$ cat config.mk
export PLATFORM = sky130hd
export DESIGN_NAME = gpio_clock_mask_live_insert
export DESIGN_NICKNAME = d
export VERILOG_FILES = /design/src/common/gpio_clock_mask_pkg.sv /design/src/hw/gpio_clock_mask_live_insert.sv
export SDC_FILE = /design/constraint.sdc
export NUM_CORES = 1
export LEC_CHECK = 0
export BUFFER_PORTS_ARGS = -buffer_cell sky130_fd_sc_hd__buf_2
export CAP_MARGIN = 10
export CORE_AREA = 2 2 73 110
export CTS_BUF_LIST = sky130_fd_sc_hd__clkbuf_8
export CTS_CLUSTER_SIZE = 12
export DETAILED_ROUTE_END_ITERATION = 8
export DIE_AREA = 0 0 75 112
export HOLD_SLACK_MARGIN = 0.02
export PLACE_DENSITY = 0.81
export SYNTH_ARGS = -nofsm -noshare
export SYNTH_HDL_FRONTEND = slang
export SYNTH_SLANG_ARGS = --single-unit
$ cat constraint.sdc
create_clock -name mclk_in -period 2.9 [get_ports mclk_in]
set_clock_uncertainty 0.2 [all_clocks]
set_input_delay 0.29 -clock mclk_in [delete_from_list [all_inputs] [get_ports mclk_in]]
set_output_delay 0.29 -clock mclk_in [all_outputs]
set_load 0.01 [all_outputs]
$ cat src/common/gpio_clock_mask_pkg.sv
// Package: constants, register map and state types for the GPIO / clock-mask block
package gpio_clock_mask_pkg;

    // ------------------------------------------------------------------
    // Clocking and mask-load timing
    // ------------------------------------------------------------------
    localparam int unsigned CLK_MHZ            = 20;
    localparam int unsigned SHIFT_CLK_MAX_MHZ  = 33;
    // Least mclk cycles per shift-clock period allowed by the 33 MHz ceiling
    localparam int unsigned SHIFT_MIN_CYCLES   =
        (CLK_MHZ + SHIFT_CLK_MAX_MHZ - 1) / SHIFT_CLK_MAX_MHZ;
    // Four phases per step: slow enough that the resynchronised serial bit
    // is sampled before the shift-clock rising edge that advances it
    localparam int unsigned SHIFT_DIV          = 4;
    localparam logic [1:0]  PHASE_LAST         = 2'h3;
    localparam int unsigned MASK_BITS          = 16;
    localparam int unsigned SEQ_STEPS          = 23;
    localparam logic [4:0]  STEP_LOAD          = 5'h00;
    localparam logic [4:0]  STEP_SHIFT_FIRST   = 5'h02;
    localparam logic [4:0]  STEP_SHIFT_LAST    = 5'h11;
    localparam logic [4:0]  STEP_SEQ_LAST      = 5'h16;

    // ------------------------------------------------------------------
    // Configuration register map (dword byte addresses)
    // ------------------------------------------------------------------
    localparam logic [7:0]  REG_COMMAND        = 8'h04;
    localparam logic [7:0]  REG_BRIDGE_CTRL    = 8'h3C;
    localparam logic [7:0]  REG_CHIP_CTRL      = 8'h40;
    localparam logic [7:0]  REG_PIN_CTRL       = 8'h64;
    localparam logic [7:0]  REG_PIN_LEVEL      = 8'h68;
    localparam logic [7:0]  REG_CLOCK_MASK     = 8'h6C;

    // Field positions
    localparam int unsigned OUT_SET_LSB        = 0;
    localparam int unsigned OUT_CLR_LSB        = 8;
    localparam int unsigned DRV_SET_LSB        = 16;
    localparam int unsigned DRV_CLR_LSB        = 24;
    localparam int unsigned SEC_RESET_BIT      = 22;
    localparam int unsigned LIVE_MODE_BIT      = 0;
    localparam int unsigned CMD_IO_BIT         = 0;
    localparam int unsigned CMD_MEM_BIT        = 1;
    localparam int unsigned CMD_MASTER_BIT     = 2;
    localparam int unsigned LIVE_PIN           = 3;

    // Reset values
    localparam logic [3:0]  PIN_OUT_RESET      = 4'h0;
    localparam logic [3:0]  PIN_DRV_RESET      = 4'h0;
    localparam logic [15:0] CLOCK_MASK_RESET   = 16'h0000;
    localparam logic [2:0]  COMMAND_RESET      = 3'h0;

    // ------------------------------------------------------------------
    // Types
    // ------------------------------------------------------------------
    typedef enum logic [1:0] {
        ST_MASK_LOAD = 2'b01,
        ST_NORMAL    = 2'b10
    } seq_state_t;

    typedef struct packed {
        logic        wr;
        logic        rd;
        logic [7:0]  addr;
        logic [3:0]  be;
        logic [31:0] wdata;
    } cfg_req_t;

    typedef struct packed {
        logic        valid;
        logic [31:0] rdata;
    } cfg_rsp_t;

    typedef struct packed {
        logic        io_en;
        logic        mem_en;
        logic        master_en;
        logic        halt;
    } fwd_ctrl_t;

    typedef struct packed {
        seq_state_t  state;
        logic [4:0]  step;
        logic [1:0]  phase;
        logic [3:0]  pin_out_val;
        logic [3:0]  pin_drv_en;
        logic [15:0] clock_mask;
        logic [2:0]  command;
        logic        sec_reset_bit;
        logic        live_mode;
        logic        mask_s1;
        logic        mask_s2;
        logic [3:0]  pin_s1;
        logic [3:0]  pin_s2;
        logic [3:0]  pin_drive;
        logic [3:0]  pin_oe_n;
        logic        rsp_valid;
        logic [31:0] rsp_data;
    } regs_t;

    localparam regs_t REGS_RESET = '{
        state:         ST_MASK_LOAD,
        step:          STEP_LOAD,
        phase:         2'h0,
        pin_out_val:   PIN_OUT_RESET,
        pin_drv_en:    PIN_DRV_RESET,
        clock_mask:    CLOCK_MASK_RESET,
        command:       COMMAND_RESET,
        sec_reset_bit: 1'b0,
        live_mode:     1'b0,
        mask_s1:       1'b0,
        mask_s2:       1'b0,
        pin_s1:        4'h0,
        pin_s2:        4'h0,
        pin_drive:     4'h0,
        pin_oe_n:      4'hF,
        rsp_valid:     1'b0,
        rsp_data:      32'h0000_0000
    };

endpackage

$ cat src/hw/gpio_clock_mask_live_insert.sv
// GPIO port, secondary clock-mask shift-in and live-insertion masking
//
// Behaviour
// - Writing 1 to a drive-enable set bit makes that pin a driven output.
// - Writing 1 to a drive-enable clear bit tristates that pin.
// - Zero bits in any set or clear field change nothing.
// - After reset all pins are inputs and stored output value is zero.
// - Level readback always returns live pin levels, whatever the direction.
// - Writing 1 to an output-value set bit makes the pin drive high.
// - Writing 1 to an output-value clear bit makes the pin drive low.
// - Stored output value reaches a pin only while that pin is enabled.
// - Mask shift-in starts once primary reset releases with secondary reset held.
// - Secondary reset stays asserted until the 23-step mask sequence ends.
// - Pin 0 is the shift clock at most 33 MHz; pins 1, 3 unused.
// - Pin 2 low one step to parallel-load, then high to shift.
// - Serial mask arrives most significant bit first.
// - Mask pairs [7:0] gate clocks 3..0; enabled if either bit is zero.
// - Mask bits 8..12 gate clocks 4..8; zero enables, one disables.
// - Mask bit 13 gates clock 9 (own return); bits 14, 15 do nothing.
// - After shifting, pins tristate, mask input ignored, registers regain control.
// - Clock mask stays writable by configuration write afterwards.
// - Live mode, pin 3 input, pin 3 high forces I/O, memory, master enables off.
// - Reads still show stored enables; effective enables return when pin 3 falls.
// - During halt, queued work finishes, no delayed completions, config still served.
// - Secondary reset bit holds secondary reset until software clears it.
`timescale 1ns/1ps

module gpio_clock_mask_live_insert #(
    parameter int unsigned NUM_CLOCKS = 10
) (
    input  wire logic                          mclk_in,
    input  wire logic                          reset_n_in,
    input  wire gpio_clock_mask_pkg::cfg_req_t cfg_req_in,
    output gpio_clock_mask_pkg::cfg_rsp_t      cfg_rsp_out,
    input  wire logic [3:0]                    gpio_in,
    output logic [3:0]                         gpio_out,
    output logic [3:0]                         gpio_oe_n_out,
    input  wire logic                          clock_mask_serial_in,
    input  wire logic                          secondary_clock_src_in,
    output logic [NUM_CLOCKS-1:0]              secondary_clock_out,
    output logic                               secondary_reset_n_out,
    output gpio_clock_mask_pkg::fwd_ctrl_t     fwd_ctrl_out
);

    // ------------------------------------------------------------------
    // State
    // ------------------------------------------------------------------
    gpio_clock_mask_pkg::regs_t q;
    gpio_clock_mask_pkg::regs_t d;
    logic                       shift_step;
    logic                       in_load;
    logic [31:0]                rd_word;
    logic [NUM_CLOCKS-1:0]      clk_en;
    logic                       halt;

    always_ff @(posedge mclk_in or negedge reset_n_in) begin
        if (!reset_n_in) begin
            q <= gpio_clock_mask_pkg::REGS_RESET;
        end else begin
            q <= d;
        end
    end

    // ------------------------------------------------------------------
    // Next-state logic
    // ------------------------------------------------------------------
    always_comb begin
        d          = q;
        rd_word    = 32'h0000_0000;
        shift_step = (q.step >= gpio_clock_mask_pkg::STEP_SHIFT_FIRST) &&
                     (q.step <= gpio_clock_mask_pkg::STEP_SHIFT_LAST);

        // Pin and mask inputs come from off chip
        d.mask_s1 = clock_mask_serial_in;
        d.mask_s2 = q.mask_s1;
        d.pin_s1  = gpio_in;
        d.pin_s2  = q.pin_s1;

        // Mask load: the reset state is the load state, so it starts on release
        case (q.state)
            gpio_clock_mask_pkg::ST_MASK_LOAD: begin
                d.phase = q.phase + 2'h1;
                if (q.phase == gpio_clock_mask_pkg::PHASE_LAST) begin
                    if (shift_step) begin
                        // Sampled pin level predates this step's rising edge
                        d.clock_mask = {q.clock_mask[14:0], q.mask_s2};
                    end
                    if (q.step == gpio_clock_mask_pkg::STEP_SEQ_LAST) begin
                        d.state = gpio_clock_mask_pkg::ST_NORMAL;
                        d.step  = gpio_clock_mask_pkg::STEP_LOAD;
                    end else begin
                        d.step = q.step + 5'h01;
                    end
                end
            end
            gpio_clock_mask_pkg::ST_NORMAL: begin
                d.phase = 2'h0;
            end
            default: begin
                d.state = gpio_clock_mask_pkg::ST_MASK_LOAD;
                d.step  = gpio_clock_mask_pkg::STEP_LOAD;
                d.phase = 2'h0;
            end
        endcase

        // --------------------------------------------------------------
        // Configuration writes
        // --------------------------------------------------------------
        if (cfg_req_in.wr) begin
            case (cfg_req_in.addr)
                gpio_clock_mask_pkg::REG_PIN_CTRL: begin
                    // Set before clear: a bit in both fields ends cleared
                    if (cfg_req_in.be[0]) begin
                        d.pin_out_val = d.pin_out_val |
                            cfg_req_in.wdata[gpio_clock_mask_pkg::OUT_SET_LSB +: 4];
                    end
                    if (cfg_req_in.be[1]) begin
                        d.pin_out_val = d.pin_out_val &
                            ~cfg_req_in.wdata[gpio_clock_mask_pkg::OUT_CLR_LSB +: 4];
                    end
                    if (cfg_req_in.be[2]) begin
                        d.pin_drv_en = d.pin_drv_en |
                            cfg_req_in.wdata[gpio_clock_mask_pkg::DRV_SET_LSB +: 4];
                    end
                    if (cfg_req_in.be[3]) begin
                        d.pin_drv_en = d.pin_drv_en &
                            ~cfg_req_in.wdata[gpio_clock_mask_pkg::DRV_CLR_LSB +: 4];
                    end
                end
                gpio_clock_mask_pkg::REG_CLOCK_MASK: begin
                    // Ignored mid-load so software cannot corrupt the shift
                    if (q.state == gpio_clock_mask_pkg::ST_NORMAL) begin
                        if (cfg_req_in.be[0]) begin
                            d.clock_mask[7:0] = cfg_req_in.wdata[7:0];
                        end
                        if (cfg_req_in.be[1]) begin
                            d.clock_mask[15:8] = cfg_req_in.wdata[15:8];
                        end
                    end
                end
                gpio_clock_mask_pkg::REG_COMMAND: begin
                    if (cfg_req_in.be[0]) begin
                        d.command = cfg_req_in.wdata[2:0];
                    end
                end
                gpio_clock_mask_pkg::REG_BRIDGE_CTRL: begin
                    if (cfg_req_in.be[2]) begin
                        d.sec_reset_bit =
                            cfg_req_in.wdata[gpio_clock_mask_pkg::SEC_RESET_BIT];
                    end
                end
                gpio_clock_mask_pkg::REG_CHIP_CTRL: begin
                    if (cfg_req_in.be[0]) begin
                        d.live_mode = cfg_req_in.wdata[gpio_clock_mask_pkg::LIVE_MODE_BIT];
                    end
                end
                default: begin
                end
            endcase
        end

        // --------------------------------------------------------------
        // Configuration reads: answered one cycle later, always served
        // --------------------------------------------------------------
        case (cfg_req_in.addr)
            gpio_clock_mask_pkg::REG_PIN_CTRL: begin
                rd_word[gpio_clock_mask_pkg::OUT_SET_LSB +: 4] = q.pin_out_val;
                rd_word[gpio_clock_mask_pkg::OUT_CLR_LSB +: 4] = q.pin_out_val;
                rd_word[gpio_clock_mask_pkg::DRV_SET_LSB +: 4] = q.pin_drv_en;
                rd_word[gpio_clock_mask_pkg::DRV_CLR_LSB +: 4] = q.pin_drv_en;
            end
            gpio_clock_mask_pkg::REG_PIN_LEVEL: begin
                rd_word[3:0] = q.pin_s2;
            end
            gpio_clock_mask_pkg::REG_CLOCK_MASK: begin
                rd_word[15:0] = q.clock_mask;
            end
            gpio_clock_mask_pkg::REG_COMMAND: begin
                rd_word[2:0] = q.command;
            end
            gpio_clock_mask_pkg::REG_BRIDGE_CTRL: begin
                rd_word[gpio_clock_mask_pkg::SEC_RESET_BIT] = q.sec_reset_bit;
            end
            gpio_clock_mask_pkg::REG_CHIP_CTRL: begin
                rd_word[gpio_clock_mask_pkg::LIVE_MODE_BIT] = q.live_mode;
            end
            default: begin
                rd_word = 32'h0000_0000;
            end
        endcase
        d.rsp_valid = cfg_req_in.rd;
        d.rsp_data  = cfg_req_in.rd ? rd_word : 32'h0000_0000;

        // --------------------------------------------------------------
        // Pin drive, registered from the next state
        // --------------------------------------------------------------
        if (d.state == gpio_clock_mask_pkg::ST_MASK_LOAD) begin
            // Pins 0 and 2 driven, 1 and 3 left floating
            d.pin_oe_n     = 4'b1010;
            d.pin_drive[1] = 1'b0;
            d.pin_drive[3] = 1'b0;
            d.pin_drive[2] = (d.step != gpio_clock_mask_pkg::STEP_LOAD);
            d.pin_drive[0] = d.phase[1] &&
                             (d.step >= gpio_clock_mask_pkg::STEP_SHIFT_FIRST) &&
                             (d.step <= gpio_clock_mask_pkg::STEP_SHIFT_LAST);
        end else begin
            d.pin_oe_n  = ~d.pin_drv_en;
            d.pin_drive = d.pin_out_val & d.pin_drv_en;
        end
    end

    // ------------------------------------------------------------------
    // Secondary clock gating
    // ------------------------------------------------------------------
    always_comb begin
        clk_en = '0;
        for (int i = 0; i < 4; i++) begin
            clk_en[i] = ~(q.clock_mask[2*i] & q.clock_mask[2*i+1]);
        end
        for (int i = 4; i < 9; i++) begin
            clk_en[i] = ~q.clock_mask[i+4];
        end
        clk_en[9] = ~q.clock_mask[13];
    end

    // Combinational gate: clock path must not pick up a flop delay
    assign secondary_clock_out = {NUM_CLOCKS{secondary_clock_src_in}} |
                                 ~clk_en;

    // ------------------------------------------------------------------
    // Secondary reset and live insertion
    // ------------------------------------------------------------------
    assign in_load = (q.state == gpio_clock_mask_pkg::ST_MASK_LOAD);
    assign secondary_reset_n_out = ~(in_load | q.sec_reset_bit);

    assign halt = q.live_mode &&
                  !q.pin_drv_en[gpio_clock_mask_pkg::LIVE_PIN] &&
                  q.pin_s2[gpio_clock_mask_pkg::LIVE_PIN];

    assign fwd_ctrl_out.io_en     = q.command[gpio_clock_mask_pkg::CMD_IO_BIT] & ~halt;
    assign fwd_ctrl_out.mem_en    = q.command[gpio_clock_mask_pkg::CMD_MEM_BIT] & ~halt;
    assign fwd_ctrl_out.master_en = q.command[gpio_clock_mask_pkg::CMD_MASTER_BIT] & ~halt;
    assign fwd_ctrl_out.halt      = halt;

    // ------------------------------------------------------------------
    // Outputs
    // ------------------------------------------------------------------
    assign gpio_out          = q.pin_drive;
    assign gpio_oe_n_out     = q.pin_oe_n;
    assign cfg_rsp_out.valid = q.rsp_valid;
    assign cfg_rsp_out.rdata = q.rsp_data;

endmodule

==> metrics.md <==
| Metric | Value |
|---|---|
| Static Leak | 2.218 nW |
| CTS tree | built |
| # IOs | 110 |
| Core area | between 7000 and 8000 sq um |
| Ys flop type | dfrtp_1 |
| Fill count | 582 |
| Synth top area cells | dfrtp_1, buf_4, mux2i_1, dfstp_2, and2_1 |
| # diodes | 0 |
| Sequential share of the synthesized area | 0.4956 |
| Reg area | approximately 2000 sq um |
| Tightest Pin Transition | between 0.9 and 1 ns |
| I/O Buffers | 95 |
| Ys Warns | 0 |
| Peak VDD IR | 0.0003869 V |
| Area occupied by multi-input gates | between 1500 and 2000 sq um |
| Crit path launch type | register |
| Max Cap Viol | 0 |
| CP max stage delay | 0.47 ns |
| Final Hold Fails | 0 |
| Min-delay src | cfg_req_in[17] |
| Post-route cell area | between 4000 and 5000 sq um |
| Finish-stage setup viols | 0 |
| Most frequent cell after synthesis | dfrtp_1 |
| Crit path time final | roughly 2.4 ns |
| DIE WIDTH | between 70 and 80 um |
| # DRC | 0 |
| FF-to-FF path depth | 7 |
| Final HPWL DP | about 6.1 mm |
| Slowest-stage cell, CP | dfrtp_1 |
| Setup ws final | 0.5299 ns |
| RSZ-0062 raised after global routing | no |
| Worst Hold Depth | 3 |
| Cell Rows | 39 |
| Worst Path Buf+Inv | 1 |
| Worst r2r src | q[82]$_DFF_PN0_ |
| Kind of critical path | reg -> reg |
| Die area | between 8000 and 9000 sq um |
| Yosys cell types | 56 |
| Aggregate global routing overflow | 0 |
| Largest net degree at the start of global routing | between 70 and 80 |
| Reg clk slew, reported paths | about 0.080 ns |
| Cell Chain, Critical Path | inv_1, ha_1, nand3b_1, o21ai_0, nor2b_1, a31oi_1, a211oi_1 |
| DRT Pass-1 Iters | 5 |
| Largest delay contributor family on the critical path | compound AO/OA/AOI/OAI gates |
| Syn-to-layout area delta | 20.33% |
| Worst R2R End | gpio_out[0]$_DFF_PN0_ |
| Setup bufs post-CTS | 0 |
| First-pass GRT wire length | between 10 and 15 mm |
| Initial antenna violation count | 0 |
| TNS Setup | 0 ns |
| Final Slew Violations | 0 |
| Post_cts resized | 0 |
| Layout Nets | 521 |
| Drt total wl | approximately 8.6 mm |
| H-tree lvl count | 3 |
| Crit path DAT | 2.44 ns |
| Layout cells sized above 1 | 0.3097 |
| Power per cell area | 472.3 nW/um^2 |
| Synth top area share | 0.4623 |
| Post-Place Worst Slack | ~0.55 ns |
| Die Span Y | about 110 um |
| GRT Resource Usage Total | 0.2203 |
| Syn Std Cell Area | just under 4000 sq um |
| Worst Hold Class | in -> reg |
| Status | finished clean |
| Slew headroom | 0.3585 |
| Post-synth EDFFs | 0 |
| Async SR Flop Fraction | 1.000 |
| CTS Buf Count | 9 |
| Root Buffer | clkbuf_8 |
| Synth Register Bits | approximately 80 |
| Final cycle utilization of the critical path | 0.8173 |
| Placed cell areas | approximately 4200 sq um |
| Synthesized instance count | 372 |
| WHS Endpoint | q[73]$_DFF_PN0_ |
| Worst Path Required | 2.97 ns |
| Final ANT Viol Nets | 0 |
| Yosys top cell by area | dfrtp_1 |
| Sink Count | 78 |
| Vias in the first global route | ~3k |
| Wirelength per Cell | ~15 um |
| Peak fanout along the critical path | 7 |
| Syn Area/Cell | between 10 and 15 sq um |
| Initial Utilization | 0.5292 |
| Crit end category | register |
| Worst R2R Setup Slack | between 0.5 and 0.6 ns |
| Cell depth of the worst setup path | 7 |
| Clk_lat worst skew | approximately 0.36 ns |
| Tot Pwr | 0.002245 W |
| Routability congestion estimate | 0.9074 |
| Vias | ~3.0k |
| Synth cell count leaders | dfrtp_1, buf_4, nand2_1 |
| Fmax | roughly 0.42 GHz |
| 1st-iter DRT viols | between 150 and 200 |
| Via-per-instance ratio | around 5.4 |
| Max Root-Sink Buffers | 2 |
| Worst hold slack | 0.06777 ns |
-- through the flow --
stage,instances,utilization
after floorplan,378,-
after global placement,524,0.5676
after detailed placement,524,0.5676
after CTS,567,0.6368
after global routing,567,0.6368
final,567,0.6368
-- power by group --
| group | switching (W) | internal [W] | total, W | leakage (nW) |
|---|---|---|---|---|
| combinational | 0.0000874 | 0.0000746 | 0.000162 | 1.12 |
| sequential | 0.0000144 | 0.00111 | 0.00112 | 0.976 |
| clock | 0.000376 | 0.000586 | 0.000961 | 0.124 |
-- routing by layer --
metal,track usage,share of wire
met1,0.2711,0.39
met2,0.3561,0.53
met3,0.05792,0.053
met4,0.09643,0.025
met5,0,0
-- timing repair --
action,in CTS,in global routing
hold buffers,28,0
endpoints found under the hold margin,109,0
endpoints found under the setup margin,0,0
-- flip-flops by register name (all words and copies together), names as in the netlist --
register       cells
gpio_oe_n_out      4
cfg_rsp_out       22
q                 43
gpio_out           4
d                  5
-- cells in the final DEF (no fill, tap or decap), types with 2 or more instances in the layout --
master and count:
dlygate4sd3_1 28, buf_2 94, mux2i_1 16, a22o_1 4, bufinv_16 3, nor3_1 7
nand3b_1 2, nor2_1 15, nand4_1 3, a41oi_1 4, o21a_1 2, mux2_2 5
a21oi_1 16, inv_1 10, nand2b_1 3, or2_2 6, and2_1 19, buf_4 7
and3_1 4, a2bb2oi_1 2, nand4b_1 2, a21o_1 5, nand2_1 29, a32oi_1 2
a31oi_1 5, a22oi_1 4, nor2b_1 5, dfrtp_1 73, ha_1 6, nand3_1 5
conb_1 7, nor4_1 2, o21ai_1 9, mux2_1 3, clkbuf_8 10, nor4_4 4
dfstp_2 5, o21ai_0 17, and4b_1 2
-- worst max path at each step --
stage | slack, ns | end | startpoint
after CTS | 0.56 | gpio_out[0]$_DFF_PN0_ | q[82]$_DFF_PN0_
after detailed placement | 0.55 | gpio_out[0]$_DFF_PN0_ | cfg_req_in[37]
after global routing | 0.35 | q[57]$_DFF_PN0_ | q[82]$_DFF_PN0_
after floorplan | 0.75 | q[57]$_DFF_PN0_ | q[87]$_DFF_PN1_
after global placement | 0.63 | gpio_out[0]$_DFF_PN0_ | cfg_req_in[37]
final | 0.53 | gpio_out[0]$_DFF_PN0_ | q[82]$_DFF_PN0_
-- final cells by class --
class	count	area share
multi-input combinational	234	0.3355
tap	102	0.02684
clock inverter	5	0.02079
timing repair buffer	129	0.1689
sequential	78	0.4118
inverter	9	0.007105
clock buffer	10	0.02895
-- worst reg2reg max path, delay by kind of cell (launching register included) --
kind / cells / cell delay, ns
AOI/OAI and AO/OA: 3 / 0.67
adders and majority gates: 1 / 0.23
buffers and inverters: 1 / 0.12
DFF: 1 / 0.47
and+or+nand+nor: 2 / 0.59
-- logic make-up after synthesis --
group           Yosys count  share of synthesized area
compound gates           81                     0.1393
xor+xnor                  1                   0.002217
fa+ha+maj                 6                    0.01900
buf+inv                  66                     0.1064
flops                    78                     0.4956
mux                      24                    0.06333
other cells               1                  0.0009491
simple gates            115                     0.1732
No activity file was read; power rests on OpenSTA's default activity.
